[config.mk]
export PLATFORM = sky130hd
export DESIGN_NAME = lfs_top
export DESIGN_NICKNAME = d
export VERILOG_FILES = /design/src/inc/lfs_pkg.sv /design/src/core/lfs_timer.sv /design/src/core/lfs_top.sv
export SDC_FILE = /design/constraint.sdc
export NUM_CORES = 1
export LEC_CHECK = 0
export BUFFER_PORTS_ARGS = -buffer_cell sky130_fd_sc_hd__clkbuf_2
export CAP_MARGIN = 20
export CORE_MARGIN = 2
export CORE_UTILIZATION = 25
export DETAILED_ROUTE_END_ITERATION = 10
export PLACE_DENSITY = 0.51
export RECOVER_POWER = 25
export SYNTH_ARGS = -nofsm -noshare
export SYNTH_HDL_FRONTEND = slang
export SYNTH_SLANG_ARGS = --single-unit
[constraint.sdc]
create_clock -name mclk -period 7.9 [get_ports mclk]
set_input_delay 1.185 -clock mclk [delete_from_list [all_inputs] [get_ports mclk]]
set_output_delay 1.185 -clock mclk [all_outputs]
set_load 0.03 [all_outputs]
[src/inc/lfs_pkg.sv]
/*
 lfs_pkg: constants, channel state enum and signal bundles of the
 LED channel fault supervisor.
 Assumes a 25 MHz local clock; all comparator levels arrive already clocked.
*/
// Function
// - hold all logic reset until supply rises
// - supply below falling threshold turns everything off
// - external fault bus low disables all channels
// - internal fault asserts fault bus pulldown
// - enable high drives channel, low stops diagnostics
// - each enable gates only its channel
// - short checks only while channel enabled
// - sustained low output raises short fault
// - both outputs high restart short deglitch
// - faulty channel off, retry current regardless
// - output high during retry clears fault
// - short deglitch about 125 us
// - recovery condition held about 125 us
// - fault bus sensing deglitched about 10 us
// - recovery delay about 50 us
package lfs_pkg;
    localparam int LFS_NCH = 4;
    localparam int LFS_CLK_MHZ = 25;
    localparam int LFS_SHORT_DEG_US = 125;
    localparam int LFS_RECOV_DEG_US = 125;
    localparam int LFS_BUS_DEG_US = 10;
    localparam int LFS_RECOV_DLY_US = 50;
    // whole microseconds at whole megahertz, so rounding never applies
    localparam int LFS_SHORT_DEG_CYC = LFS_SHORT_DEG_US * LFS_CLK_MHZ;
    localparam int LFS_RECOV_DEG_CYC = LFS_RECOV_DEG_US * LFS_CLK_MHZ;
    localparam int LFS_BUS_DEG_CYC = LFS_BUS_DEG_US * LFS_CLK_MHZ;
    localparam int LFS_RECOV_DLY_CYC = LFS_RECOV_DLY_US * LFS_CLK_MHZ;

    typedef enum logic [1:0] {CH_RUN, CH_SHORT, CH_RECOVER} lfs_ch_e;

    // below_*: under short_low_threshold, above_*: over short_release_threshold
    typedef struct packed {
        logic [LFS_NCH-1:0] below_direct;
        logic [LFS_NCH-1:0] below_shared;
        logic [LFS_NCH-1:0] above_direct;
        logic [LFS_NCH-1:0] above_shared;
    } lfs_cmp_s;

    typedef struct packed {
        logic [LFS_NCH-1:0] reg_on;
        logic [LFS_NCH-1:0] retry_on;
    } lfs_drive_s;
endpackage

[src/core/lfs_timer.sv]
/*
 lfs_timer: saturating interval counter with a run-time limit.
 Assumes the caller clears it on every phase change.
*/
`timescale 1ns/10ps
module lfs_timer import lfs_pkg::*; #(
    parameter int W = 12
) (
    // clock and reset
    input wire logic mclk,
    input wire logic arst_n,
    // control
    input wire logic clr,
    input wire logic run,
    input wire logic [W-1:0] lim,
    // status
    output logic done
);
    logic [W-1:0] cnt_reg;
    logic [W-1:0] cnt_next;

    always_comb begin
        cnt_next = cnt_reg;
        if (clr) begin
            cnt_next = '0;
        end else if (run && cnt_reg < lim) begin
            cnt_next = cnt_reg + 1'b1;
        end
    end

    always_ff @(posedge mclk or negedge arst_n) begin
        if (!arst_n) begin
            cnt_reg <= '0;
        end else begin
            cnt_reg <= cnt_next;
        end
    end

    // saturates at the limit so a held condition never wraps to a false restart
    assign done = (cnt_reg >= lim);
endmodule

[src/core/lfs_top.sv]
/*
 lfs_top: power-on gating, per-channel short-to-ground supervision with
 retry and recovery, and the shared open-drain fault bus.
 Assumes comparator and enable inputs synchronous to mclk; the bus wire is
 resolved outside from fault_bus_oe.
*/
`timescale 1ns/10ps
module lfs_top import lfs_pkg::*; #(
    parameter int SG_DEG_CYC = LFS_SHORT_DEG_CYC,
    parameter int RECOV_DEG_CYC = LFS_RECOV_DEG_CYC,
    parameter int BUS_DEG_CYC = LFS_BUS_DEG_CYC,
    parameter int RECOV_DLY_CYC = LFS_RECOV_DLY_CYC
) (
    // clock and reset
    input wire logic mclk,
    input wire logic arst_n,
    // supply comparators
    input wire logic supply_above_rise,
    input wire logic supply_below_fall,
    // channel control and sensing
    input wire logic [LFS_NCH-1:0] channel_enable_input,
    input wire lfs_cmp_s cmp,
    // fault bus
    input wire logic fault_bus_in,
    output logic fault_bus_out,
    output logic fault_bus_oe,
    // drivers and status
    output lfs_drive_s drive,
    output logic [LFS_NCH-1:0] short_fault,
    output logic low_current_mode
);
    localparam int TW = $clog2(SG_DEG_CYC + RECOV_DEG_CYC + RECOV_DLY_CYC + BUS_DEG_CYC + 1);
    localparam logic [TW-1:0] SG_LIM = TW'(SG_DEG_CYC);
    localparam logic [TW-1:0] RDEG_LIM = TW'(RECOV_DEG_CYC);
    localparam logic [TW-1:0] RDLY_LIM = TW'(RECOV_DLY_CYC);
    localparam logic [TW-1:0] BUS_LIM = TW'(BUS_DEG_CYC);

    function automatic logic [TW-1:0] phase_lim(input lfs_ch_e s);
        logic [TW-1:0] l;
        l = SG_LIM;
        if (s == CH_SHORT) begin
            l = RDEG_LIM;
        end else if (s == CH_RECOVER) begin
            l = RDLY_LIM;
        end
        return l;
    endfunction

    logic por_ok_reg;
    logic por_ok_next;
    logic bus_low_reg;
    logic bus_low_next;
    logic bus_clr;
    logic bus_done;
    logic bus_flip;
    logic ext_low;
    lfs_ch_e state_reg [LFS_NCH];
    lfs_ch_e st_next [LFS_NCH];
    logic [LFS_NCH-1:0] en_eff;
    logic [LFS_NCH-1:0] any_below;
    logic [LFS_NCH-1:0] all_above;
    logic [LFS_NCH-1:0] t_run;
    logic [LFS_NCH-1:0] t_clr;
    logic [LFS_NCH-1:0] t_done;
    logic [TW-1:0] t_lim [LFS_NCH];
    lfs_drive_s drive_reg;
    lfs_drive_s drive_next;
    logic [LFS_NCH-1:0] short_reg;
    logic [LFS_NCH-1:0] short_next;
    logic oe_reg;
    logic oe_next;
    logic low_reg;
    logic low_next;

    // power-on gate; falling threshold wins over rising
    always_comb begin
        por_ok_next = por_ok_reg;
        if (supply_below_fall) begin
            por_ok_next = 1'b0;
        end else if (supply_above_rise) begin
            por_ok_next = 1'b1;
        end
    end

    always_ff @(posedge mclk or negedge arst_n) begin
        if (!arst_n) begin
            por_ok_reg <= 1'b0;
        end else begin
            por_ok_reg <= por_ok_next;
        end
    end

    // fault bus filter: level must differ for the whole interval to flip
    // while we pull, the line says nothing about others; restarting from high
    // keeps our own release from being read as a foreign low afterwards
    assign bus_flip = bus_done && ((!fault_bus_in) != bus_low_reg);
    assign bus_clr = !por_ok_reg || oe_reg || ((!fault_bus_in) == bus_low_reg) || bus_flip;

    lfs_timer #(.W(TW)) u_bus_t (
        .mclk(mclk),
        .arst_n(arst_n),
        .clr(bus_clr),
        .run(1'b1),
        .lim(BUS_LIM),
        .done(bus_done)
    );

    always_comb begin
        bus_low_next = bus_low_reg;
        if (!por_ok_reg) begin
            bus_low_next = 1'b0;
        end else if (oe_reg) begin
            bus_low_next = 1'b0;
        end else if (bus_flip) begin
            bus_low_next = !bus_low_reg;
        end
    end

    always_ff @(posedge mclk or negedge arst_n) begin
        if (!arst_n) begin
            bus_low_reg <= 1'b0;
        end else begin
            bus_low_reg <= bus_low_next;
        end
    end

    // our own pulldown also reads back low; only a foreign low counts
    assign ext_low = bus_low_reg && !oe_reg;

    // per-channel supervision
    always_comb begin
        for (int i = 0; i < LFS_NCH; i++) begin
            en_eff[i] = channel_enable_input[i] && por_ok_reg && !ext_low;
            any_below[i] = cmp.below_direct[i] || cmp.below_shared[i];
            all_above[i] = cmp.above_direct[i] && cmp.above_shared[i];
            st_next[i] = state_reg[i];
            t_run[i] = 1'b0;
            t_clr[i] = 1'b0;
            t_lim[i] = phase_lim(state_reg[i]);
            if (!por_ok_reg) begin
                st_next[i] = CH_RUN;
                t_clr[i] = 1'b1;
            end else begin
                unique case (state_reg[i])
                    CH_RUN: begin
                        if (!en_eff[i] || all_above[i]) begin
                            t_clr[i] = 1'b1;
                        end else if (t_done[i]) begin
                            st_next[i] = CH_SHORT;
                            t_clr[i] = 1'b1;
                        end else begin
                            t_run[i] = any_below[i];
                        end
                    end
                    CH_SHORT: begin
                        if (!all_above[i]) begin
                            t_clr[i] = 1'b1;
                        end else if (t_done[i]) begin
                            st_next[i] = CH_RECOVER;
                            t_clr[i] = 1'b1;
                        end else begin
                            t_run[i] = 1'b1;
                        end
                    end
                    CH_RECOVER: begin
                        if (t_done[i]) begin
                            st_next[i] = CH_RUN;
                            t_clr[i] = 1'b1;
                        end else begin
                            t_run[i] = 1'b1;
                        end
                    end
                    default: begin
                        st_next[i] = CH_RUN;
                        t_clr[i] = 1'b1;
                    end
                endcase
            end
        end
    end

    for (genvar g = 0; g < LFS_NCH; g++) begin : g_ch
        lfs_timer #(.W(TW)) u_ch_t (
            .mclk(mclk),
            .arst_n(arst_n),
            .clr(t_clr[g]),
            .run(t_run[g]),
            .lim(t_lim[g]),
            .done(t_done[g])
        );
    end

    always_ff @(posedge mclk or negedge arst_n) begin
        if (!arst_n) begin
            for (int i = 0; i < LFS_NCH; i++) begin
                state_reg[i] <= CH_RUN;
            end
        end else begin
            for (int i = 0; i < LFS_NCH; i++) begin
                state_reg[i] <= st_next[i];
            end
        end
    end

    // output drivers and fault bus
    always_comb begin
        for (int i = 0; i < LFS_NCH; i++) begin
            drive_next.reg_on[i] = en_eff[i] && (state_reg[i] == CH_RUN);
            // retry ignores the enable so a short can be seen to clear
            drive_next.retry_on[i] = por_ok_reg && !ext_low
                && (state_reg[i] != CH_RUN);
            short_next[i] = por_ok_reg && (state_reg[i] != CH_RUN);
        end
        oe_next = |short_next;
        low_next = ext_low;
    end

    always_ff @(posedge mclk or negedge arst_n) begin
        if (!arst_n) begin
            drive_reg <= '0;
            short_reg <= '0;
            oe_reg <= 1'b0;
            low_reg <= 1'b0;
        end else begin
            drive_reg <= drive_next;
            short_reg <= short_next;
            oe_reg <= oe_next;
            low_reg <= low_next;
        end
    end

    assign drive = drive_reg;
    assign short_fault = short_reg;
    assign fault_bus_oe = oe_reg;
    assign fault_bus_out = 1'b0;
    assign low_current_mode = low_reg;

    // helper: consecutive low-output cycles on channel 0
    logic [TW-1:0] run_len_reg;
    logic [TW-1:0] run_len_next;
    always_comb begin
        run_len_next = run_len_reg;
        if (!en_eff[0] || all_above[0] || state_reg[0] != CH_RUN) begin
            run_len_next = '0;
        end else if (any_below[0] && run_len_reg < SG_LIM) begin
            run_len_next = run_len_reg + 1'b1;
        end
    end
    always_ff @(posedge mclk or negedge arst_n) begin
        if (!arst_n) begin
            run_len_reg <= '0;
        end else begin
            run_len_reg <= run_len_next;
        end
    end
endmodule

==> run_results.csv, run 1 <==
group,metric,value,unit
detailed_routing,routed_via_density,4.78,
worst_setup_path,slowest_delay,0.70,ns
clock_network,numCtsBuffers,9,
clock_network,cts_max_level,3,
yosys,synth_top_area_share,44.2,%
timing,timing.final.ws_setup,4.43,ns
power,p_per_area,164,nW/um2
yosys,ys_dominant_reg_cell,"dfrtp_1",
placed_design,gp_congestion,0.851,
timing,setup-tns-final,0,ns
clock_network,clkSinkCount,89,
timing,worst_pin_slew,1.21,ns
detailed_routing,drt_iter0_drc,233,
global_routing,antenna_found_initial,0,
worst_setup_path,crit_required,8.16,ns
yosys,ys_ff_latch,89,
global_routing,grt_pass1_wl,20.4,mm
detailed_routing,wirelength,11.8,mm
worst_setup_path,crit_top_cell,"o21ai_0",
yosys,yosysTopAreaCell,"dfrtp_1",
detailed_routing,wl_per_cell,13.9,um
worst_setup_path,cpMaxStageDelayCell,"a31oi_1",
timing,finalSetupViolCount,0,
layout,layout-drive-gt1-share,10.8,%
layout,most-common-layout-cells,"89 x dfrtp_1, 83 x nor2_1, 39 x nand2_1",
worst_setup_path,worstPathCellList,"nand2b_1 -> ha_1 -> a2111oi_0 -> o21ai_0 -> a31oi_1 -> nand3_1 -> nor2_1 -> o21ai_0 -> o21ai_0",
layout,diodes,0,
worst_setup_path,worstSetupEndpointType,"flop",
floorplanning,start_util,25.7,%
placed_design,pre_cts_ws,4.50,ns
floorplanning,die_w,146,um
yosys,synth_area,5030,um2
yosys,synth_cell_types,65,
yosys,yosys_warnings,0,
layout,final_common_cell,"dfrtp_1",
job,drv_cap,0,
layout,final_nets,631,
timing,finalMaxSlewViolations,0,
global_routing,grt-ovfl-total,0,
yosys,synth.area.top_cells,"dfrtp_1 44%, ha_1 6.5%, nor2_1 6.2%, xnor2_1 4.2%, nand2_1 2.9%",
layout,final_area,5800,um2
clock_network,cts_resized,0,
clock_network,root_buffer,"clkbuf_16",
global_routing,grt_max_degree,69,
timing,finClkSkew,0.00558,ns
yosys,synth_edf_count,0,
clock_network,clockBufferDepth,2,
worst_setup_path,path_max_fanout,11,
yosys,ys_seq_area_share,44.2,%
global_routing,grt_pass1_vias,4044,
detailed_routing,dr_total_vias,4055,
timing,rsz0062_at_grt,"no",
yosys,avgSynthCellArea,9.36,um2
clock_network,path_clk_slew,0.06,ns
layout,area_growth,15.1,%
worst_setup_path,cp_data_arrival_time,3.73,ns
status,status,"finished, final reports clean",
clock_network,hold_buffers,0,
layout,largest_reg_flops,52,
global_routing,grt.total_usage,11.7,%
placed_design,place_hpwl,8.51,mm
clock_network,post_cts_buffers,0,
worst_setup_path,cp-start-kind,"flop",
yosys,synthCells,538,
clock_network,cts_tree,"yes",
timing,relSlewSlack,19.0,%
detailed_routing,drc,0,
placed_design,post-place-cells,834,
yosys,async_flop_share,100,%
layout,fin_cells,848,
floorplanning,rows,51,
min_path,min_from,"u_bus_t.cnt_reg[0]",
timing,hold_viol_final,0,
power,ir_worst_vdd,0.000102,V
clock_network,clk_latency,0.34,ns
timing,max_freq,288,MHz
placed_design,port_buffers,38,
detailed_routing,drt-pass1-iter-count,5,
detailed_routing,ant_nets,0,
worst_setup_path,r2r_start,"state_reg[2]",
floorplanning,die-area,21300,um2
worst_setup_path,crit_type,"flop to flop",
min_path,hp-class,"flop to flop",
floorplanning,die_h,146,um
floorplanning,core_area,19600,um2
placed_design,dpl_cell_area,5520,um2
timing,min_period,3.47,ns
worst_setup_path,cp-startpoint,"state_reg[2]",
power,p_leak,0.00248,uW
floorplanning,io_pins,40,
timing,final.period_utilization,43.9,%
[metal layers]
layer	part of all wire, %	track usage (%)	wire, um	vias to the layer above
met3	4.0	3.01	476	8
met2	44	17.7	5230	76
li1	-	-	-	1994
met5	0	0	0	-
met4	1.3	3.73	153	0
met1	50	16.3	5970	1977
[cells by family (layout without fill, tap and decap cells)]
kind of cell	count (synthesis)	in the layout	synth area share [%]
multiplexers	5	5	1.07
flip-flops	89	89	44.2
adder cells (fa/ha/maj)	26	26	6.46
AO/OA/AOI/OAI	87	87	12.4
AND/OR/NAND/NOR	256	256	26.5
XOR/XNOR	34	34	5.91
other	1	6	0.0745
buffers and inverters	40	80	3.35
[layout make-up]
class	count	area, um2
Multi-Input combinational cell	414	2650
Fill cell	2082	13800
Clock buffer	10	229
Sequential cell	89	2230
Timing Repair Buffer	40	188
Clock inverter	4	70.1
Tap cell	265	332
Inverter	26	97.6
[cell usage after synthesis (all sizes together) (13+ instances only)]
master and count:
nand3 30, dfrtp 89, nand2 39, nor2 83, nand4b 13, nand4 13, a21oi 13, xnor2 24
o21ai 26, ha 26, inv 26, nor3 16, and3 15
[worst max-delay path, delay by kind of cell (launching register included)]
kind                       cells  cell delay (ns)
AOI/OAI and AO/OA              5             1.48
and+or+nand+nor                3             1.13
DFF                            1             0.44
adders and majority gates      1             0.34
[per-stage QoR]
stage	hold WS, ns	util (%)	power [uW]
after floorplan	0.454	-	493
after global placement	0.476	28.2	518
after detailed placement	0.495	28.2	519
after CTS	0.505	29.7	971
after global routing	0.535	29.6	992
final	0.495	29.6	951
[report_power, final]
group          leakage [uW]  internal, uW  switching, uW
Combinational       0.00110          12.1           34.7
Sequential          0.00123           459           2.42
Clock              0.000148           273            170
Total               0.00248           744            207
[path summary, 6_finish.rpt]
path / endpoint / slack [ns] / depth (start not counted)
setup reg to reg: g_ch[2].u_ch_t.cnt_reg[4] / 4.43 / 9
min in group asynchronous: g_ch[0].u_ch_t.cnt_reg[12] / 1.08 / 1
setup / recovery: g_ch[2].u_ch_t.cnt_reg[4] / 4.43 / 9
hold / removal: u_bus_t.cnt_reg[0] / 0.50 / 1
max in group asynchronous: g_ch[2].u_ch_t.cnt_reg[8] / 5.30 / 2
hold reg to reg: u_bus_t.cnt_reg[0] / 0.50 / 1
No activity file was read; power rests on OpenSTA's default activity.
==> run 2, diff against run 1 <==
==> constraint.sdc (replaced) <==
create_clock -name mclk -period 3.2 [get_ports mclk]
set_input_delay 0.48 -clock mclk [delete_from_list [all_inputs] [get_ports mclk]]
set_output_delay 0.48 -clock mclk [all_outputs]
set_load 0.03 [all_outputs]
==> run 2 against run 1 <==
Effect of this change: the flow now finishes with violations (max-capacitance violations, max-slew violations); non-clock buffer count grew 9; sequential share of layout area shrank 0.52 points; combinational power grew to 2.7 times the previous value; utilization grew 0.40 points; highest routed layer unchanged; clock skew grew 0.0040 ns; global-route usage shrank 0.079 points; clock-buffer cell count grew 4; fmax grew 18%; total power grew 140%; register-to-register slack lost 4.2 ns; sequential power grew 150%; largest power group unchanged.
==> run_results.csv, run 2 (synthesis gave the netlist of run 1 again) <==
group,metric,value,unit
detailed_routing,drt-pass1-iter-count,5,
detailed_routing,wl_per_cell,13.9,um
clock_network,cts_max_level,3,
detailed_routing,drc,0,
detailed_routing,drt_iter0_drc,290,
layout,diodes,0,
min_path,hp-class,"input port to flop",
detailed_routing,wirelength,11.9,mm
floorplanning,rows,51,
worst_setup_path,worstReg2RegEnd,"g_ch[0].u_ch_t.cnt_reg[12]",
floorplanning,die_h,146,um
timing,finalSetupViolCount,0,
global_routing,grt-ovfl-total,0,
clock_network,hold_buffers,0,
worst_setup_path,cp-start-kind,"flop",
timing,setup-tns-final,0,ns
worst_setup_path,reg2reg_depth,9,
layout,final_nets,640,
clock_network,numCtsBuffers,9,
timing,rsz0062_at_grt,"no",
layout,layout-drive-gt1-share,14.3,%
detailed_routing,routed_via_density,4.80,
placed_design,gp_congestion,0.829,
clock_network,cts_tree,"yes",
clock_network,clkSinkCount,89,
job,drv_cap,1,
detailed_routing,ant_nets,0,
timing,worst_pin_slew,2.34,ns
worst_setup_path,path_max_fanout,9,
layout,most-common-layout-cells,"89 x dfrtp_1, 83 x nor2_1, 39 x nand2_1",
placed_design,port_buffers,38,
worst_setup_path,crit_type,"flop to flop",
power,p_leak,0.00255,uW
min_path,min_to,"por_ok_reg",
worst_setup_path,r2r_start,"state_reg[6]",
worst_setup_path,cp_data_arrival_time,3.18,ns
layout,largest_reg_flops,52,
placed_design,place_hpwl,8.67,mm
min_path,whs_path_depth,2,
timing,min_period,2.93,ns
detailed_routing,dr_total_vias,4126,
floorplanning,die-area,21300,um2
clock_network,clockBufferDepth,2,
global_routing,grt_pass1_wl,20.2,mm
layout,final_common_cell,"dfrtp_1",
layout,area_growth,16.7,%
timing,finalMaxSlewViolations,41,
layout,final_area,5870,um2
status,status,"finished, violations left",
timing,final.period_utilization,91.6,%
clock_network,cts_resized,0,
clock_network,root_buffer,"clkbuf_16",
global_routing,grt.total_usage,11.6,%
worst_setup_path,crit_required,3.44,ns
floorplanning,io_pins,40,
worst_setup_path,worstSetupEndpointType,"flop",
timing,hold_viol_final,0,
clock_network,clk_latency,0.35,ns
status,violations,"max-capacitance violations, max-slew violations",
timing,finClkSkew,0.00961,ns
clock_network,post_cts_buffers,0,
worst_setup_path,reg2reg_slack,0.27,ns
timing,relSlewSlack,-56.0,%
worst_setup_path,cp-startpoint,"state_reg[6]",
min_path,min_from,"supply_below_fall",
global_routing,antenna_found_initial,0,
floorplanning,die_w,146,um
timing,max_freq,341,MHz
power,p_per_area,387,nW/um2
global_routing,grt_max_degree,50,
power,ir_worst_vdd,0.000258,V
placed_design,dpl_cell_area,5600,um2
global_routing,grt_pass1_vias,3941,
floorplanning,start_util,25.7,%
floorplanning,core_area,19600,um2
clock_network,path_clk_slew,0.06,ns
## run 2: cell count changes in the layout (fill, tap and decap cells not counted), sizes merged
cell	change
clkinv	-1
clkbuf	+3
bufinv	-2
clkinvlp	+1
buf	+10
## run 2: where the power goes
group | total [uW] | leakage [uW] | internal, uW | switching (uW)
sequential | 1140 | 0.00123 | 1130 | 4.87
clock | 1010 | 0.000133 | 569 | 439
combinational | 127 | 0.00119 | 38.2 | 88.5
## run 2: how the worst max path moves through the flow
stage,end,slack (ns),cells after the start
4_1_cts,g_ch[0].u_ch_t.cnt_reg[12],0.30,9
3_5_place_dp,g_ch[0].u_ch_t.cnt_reg[12],0.29,9
2_1_floorplan,g_ch[0].u_ch_t.cnt_reg[11],0.68,9
6_report,g_ch[0].u_ch_t.cnt_reg[12],0.27,9
3_3_place_gp,g_ch[0].u_ch_t.cnt_reg[8],0.45,10
5_1_grt,g_ch[0].u_ch_t.cnt_reg[12],0.007,9
## run 2: area by class of cell
class / count / area [um2]
Fill cell: 2051 / 13700
Timing Repair Buffer: 49 / 284
Sequential cell: 89 / 2230
Clock buffer: 14 / 264
Multi-Input combinational cell: 414 / 2660
Clock inverter: 2 / 12.5
Inverter: 26 / 97.6
Tap cell: 265 / 332
## run 2: stage by stage
step | hold WS [ns] | util, % | setup slack [ns] | power, uW | instances
6_report | 0.288 | 30.0 | 0.268 | 2270 | 859
5_1_grt | 0.291 | 30.0 | 0.00707 | 2370 | 859
4_1_cts | 0.142 | 30.0 | 0.301 | 2310 | 859
3_5_place_dp | 0.478 | 28.6 | 0.289 | 1290 | 843
3_3_place_gp | 0.470 | 28.6 | 0.446 | 1290 | 843
2_1_floorplan | 0.184 | - | 0.681 | 1220 | 543
## run 2: worst max-delay path, stage by stage, from the launching register on
cell and delay, ns:
dfrtp_1 0.45, nand2b_4 0.22, ha_1 0.33, a2111oi_2 0.32
o21ai_1 0.10, a41oi_1 0.17, o21ai_1 0.22, buf_4 0.22
or4_1 0.56, nor4_1 0.24
## run 2: per-layer routing
metal | wire length, um | up-vias | GRT usage [%]
met1 | 5830 | 1969 | 16.4
li1 | - | 2015 | -
met2 | 5300 | 129 | 17.3
met3 | 597 | 13 | 2.82
met4 | 209 | 0 | 4.02
met5 | 0 | - | 0
==> run 3, diff against run 2 <==
--- a/config.mk
+++ b/config.mk
@@ -7,10 +7,12 @@
 export LEC_CHECK = 0
 export BUFFER_PORTS_ARGS = -buffer_cell sky130_fd_sc_hd__clkbuf_2
 export CAP_MARGIN = 20
+export CELL_PAD_IN_SITES_DETAIL_PLACEMENT = 1
+export CELL_PAD_IN_SITES_GLOBAL_PLACEMENT = 2
 export CORE_MARGIN = 2
 export CORE_UTILIZATION = 25
 export DETAILED_ROUTE_END_ITERATION = 10
-export PLACE_DENSITY = 0.51
+export PLACE_DENSITY = 0.67
 export RECOVER_POWER = 25
 export SYNTH_ARGS = -nofsm -noshare
 export SYNTH_HDL_FRONTEND = slang
==> run 3 against run 2 <==
Effect of this change: the run now ends clean; cell count is 0.12% higher; first-iteration DRC count is 46% lower; sequential power hardly changed; largest cell class unchanged.
==> run_results.csv, run 3 (synthesis gave the netlist of run 1 again) <==
group,metric,value,unit
status,status,"finished, final reports clean",
placed_design,port_buffers,38,
detailed_routing,drc,0,
timing,setup-tns-final,0,ns
timing,finalSetupViolCount,0,
global_routing,grt_pass1_wl,22.8,mm
clock_network,clkSinkCount,89,
clock_network,numCtsBuffers,9,
timing,max_freq,340,MHz
placed_design,dpl_cell_area,5620,um2
floorplanning,core_area,19600,um2
timing,finClkSkew,0.00618,ns
placed_design,gp_congestion,0.774,
timing,relSlewSlack,0.807,%
worst_setup_path,reg2reg_slack,0.26,ns
power,p_leak,0.00256,uW
clock_network,cts_tree,"yes",
floorplanning,die_w,146,um
layout,final_common_cell,"dfrtp_1",
power,p_per_area,384,nW/um2
clock_network,root_buffer,"clkbuf_16",
floorplanning,start_util,25.7,%
detailed_routing,routed_via_density,4.83,
global_routing,grt_pass1_vias,4454,
detailed_routing,drt-pass1-iter-count,4,
floorplanning,die-area,21300,um2
layout,final_area,5880,um2
layout,layout-drive-gt1-share,15.0,%
worst_setup_path,cp_data_arrival_time,3.20,ns
timing,worst_pin_slew,1.49,ns
global_routing,antenna_found_initial,0,
floorplanning,rows,51,
worst_setup_path,worstSetupEndpointType,"flop",
floorplanning,io_pins,40,
job,drv_cap,0,
placed_design,place_hpwl,9.92,mm
min_path,hp-class,"input port to flop",
global_routing,grt_max_degree,58,
worst_setup_path,cp-start-kind,"flop",
worst_setup_path,crit_type,"flop to flop",
detailed_routing,dr_total_vias,4150,
worst_setup_path,reg2reg_depth,9,
worst_setup_path,cp-startpoint,"state_reg[6]",
clock_network,clockBufferDepth,2,
timing,min_period,2.94,ns
clock_network,path_clk_slew,0.06,ns
power,ir_worst_vdd,0.000228,V
worst_setup_path,path_max_fanout,11,
layout,most-common-layout-cells,"89 x dfrtp_1, 83 x nor2_1, 39 x nand2_1",
timing,rsz0062_at_grt,"no",
global_routing,grt.total_usage,13.2,%
worst_setup_path,worstReg2RegEnd,"g_ch[0].u_ch_t.cnt_reg[11]",
worst_setup_path,crit_required,3.47,ns
detailed_routing,wirelength,13.5,mm
timing,final.period_utilization,91.8,%
layout,largest_reg_flops,52,
timing,finalMaxSlewViolations,0,
worst_setup_path,r2r_start,"state_reg[6]",
layout,diodes,0,
detailed_routing,wl_per_cell,15.6,um
clock_network,post_cts_buffers,0,
layout,final_nets,642,
clock_network,hold_buffers,0,
clock_network,cts_resized,0,
detailed_routing,ant_nets,0,
clock_network,clk_latency,0.35,ns
placed_design,pre_cts_ws,0.277,ns
detailed_routing,drt_iter0_drc,158,
timing,timing.final.ws_setup,0.263,ns
floorplanning,die_h,146,um
clock_network,cts_max_level,3,
worst_setup_path,crit_end,"g_ch[0].u_ch_t.cnt_reg[11]",
timing,hold_viol_final,0,
layout,area_growth,16.7,%
global_routing,grt-ovfl-total,0,
## run 3: cell count changes in the layout (fill, tap and decap cells not counted)
cell,change
buf_4,+2
clkbuf_1,-3
clkbuf_2,+1
clkbuf_8,-1
clkinv_2,+3
clkinvlp_4,-1
## run 3: report_power, final
group          total (uW)  leakage (uW)  switching (uW)  internal, uW
Clock                 986      0.000135             448           539
Combinational         130       0.00120            90.4          39.2
Sequential           1140       0.00123            4.40          1130
## run 3: cell type report
| type | count | area, um2 |
|---|---|---|
| clock buffers | 11 | 243 |
| clock inverters | 4 | 20.0 |
| fillers | 2317 | 13700 |
| inverters | 26 | 97.6 |
| multi-input cells | 414 | 2660 |
| flip-flops and latches | 89 | 2230 |
| well taps | 265 | 332 |
| repair buffers | 51 | 300 |
## run 3: critical path, stage by stage, from the launching register on
cell	delay [ns]
dfrtp_1	0.44
nand2b_4	0.22
ha_1	0.33
a2111oi_2	0.30
o21ai_1	0.10
a41oi_1	0.17
o21ai_1	0.28
or3_1	0.46
or4_1	0.40
a21oi_1	0.15
## run 3: routing by layer
layer / global-route usage, % / part of all wire (%) / up-vias
li1: - / - / 2016
met1: 16.9 / 48 / 2085
met2: 22.3 / 48 / 41
met3: 2.98 / 2.8 / 8
met4: 3.68 / 1.2 / 0
met5: 0 / 0 / -
## run 3: how the worst min path moves through the flow
stage	slack, ns	to	startpoint	depth (start not counted)
after floorplan	0.18	bus_low_reg	arst_n	0
after global placement	0.47	u_bus_t.cnt_reg[0]	u_bus_t.cnt_reg[0]	1
after detailed placement	0.50	u_bus_t.cnt_reg[7]	u_bus_t.cnt_reg[7]	2
after CTS	0.23	g_ch[2].u_ch_t.cnt_reg[11]	arst_n	1
after global routing	0.29	por_ok_reg	supply_below_fall	2
final	0.29	por_ok_reg	supply_below_fall	2
## run 3: stage by stage
step                      power [uW]  util (%)  hold WS [ns]  std cells
final                           2250      30.0         0.289        860
after global placement          1290      28.7         0.473        845
after global routing            2360      30.0         0.294        860
after detailed placement        1290      28.7         0.495        845
after CTS                       2310      30.0         0.231        860
after floorplan                 1220         -         0.184        543
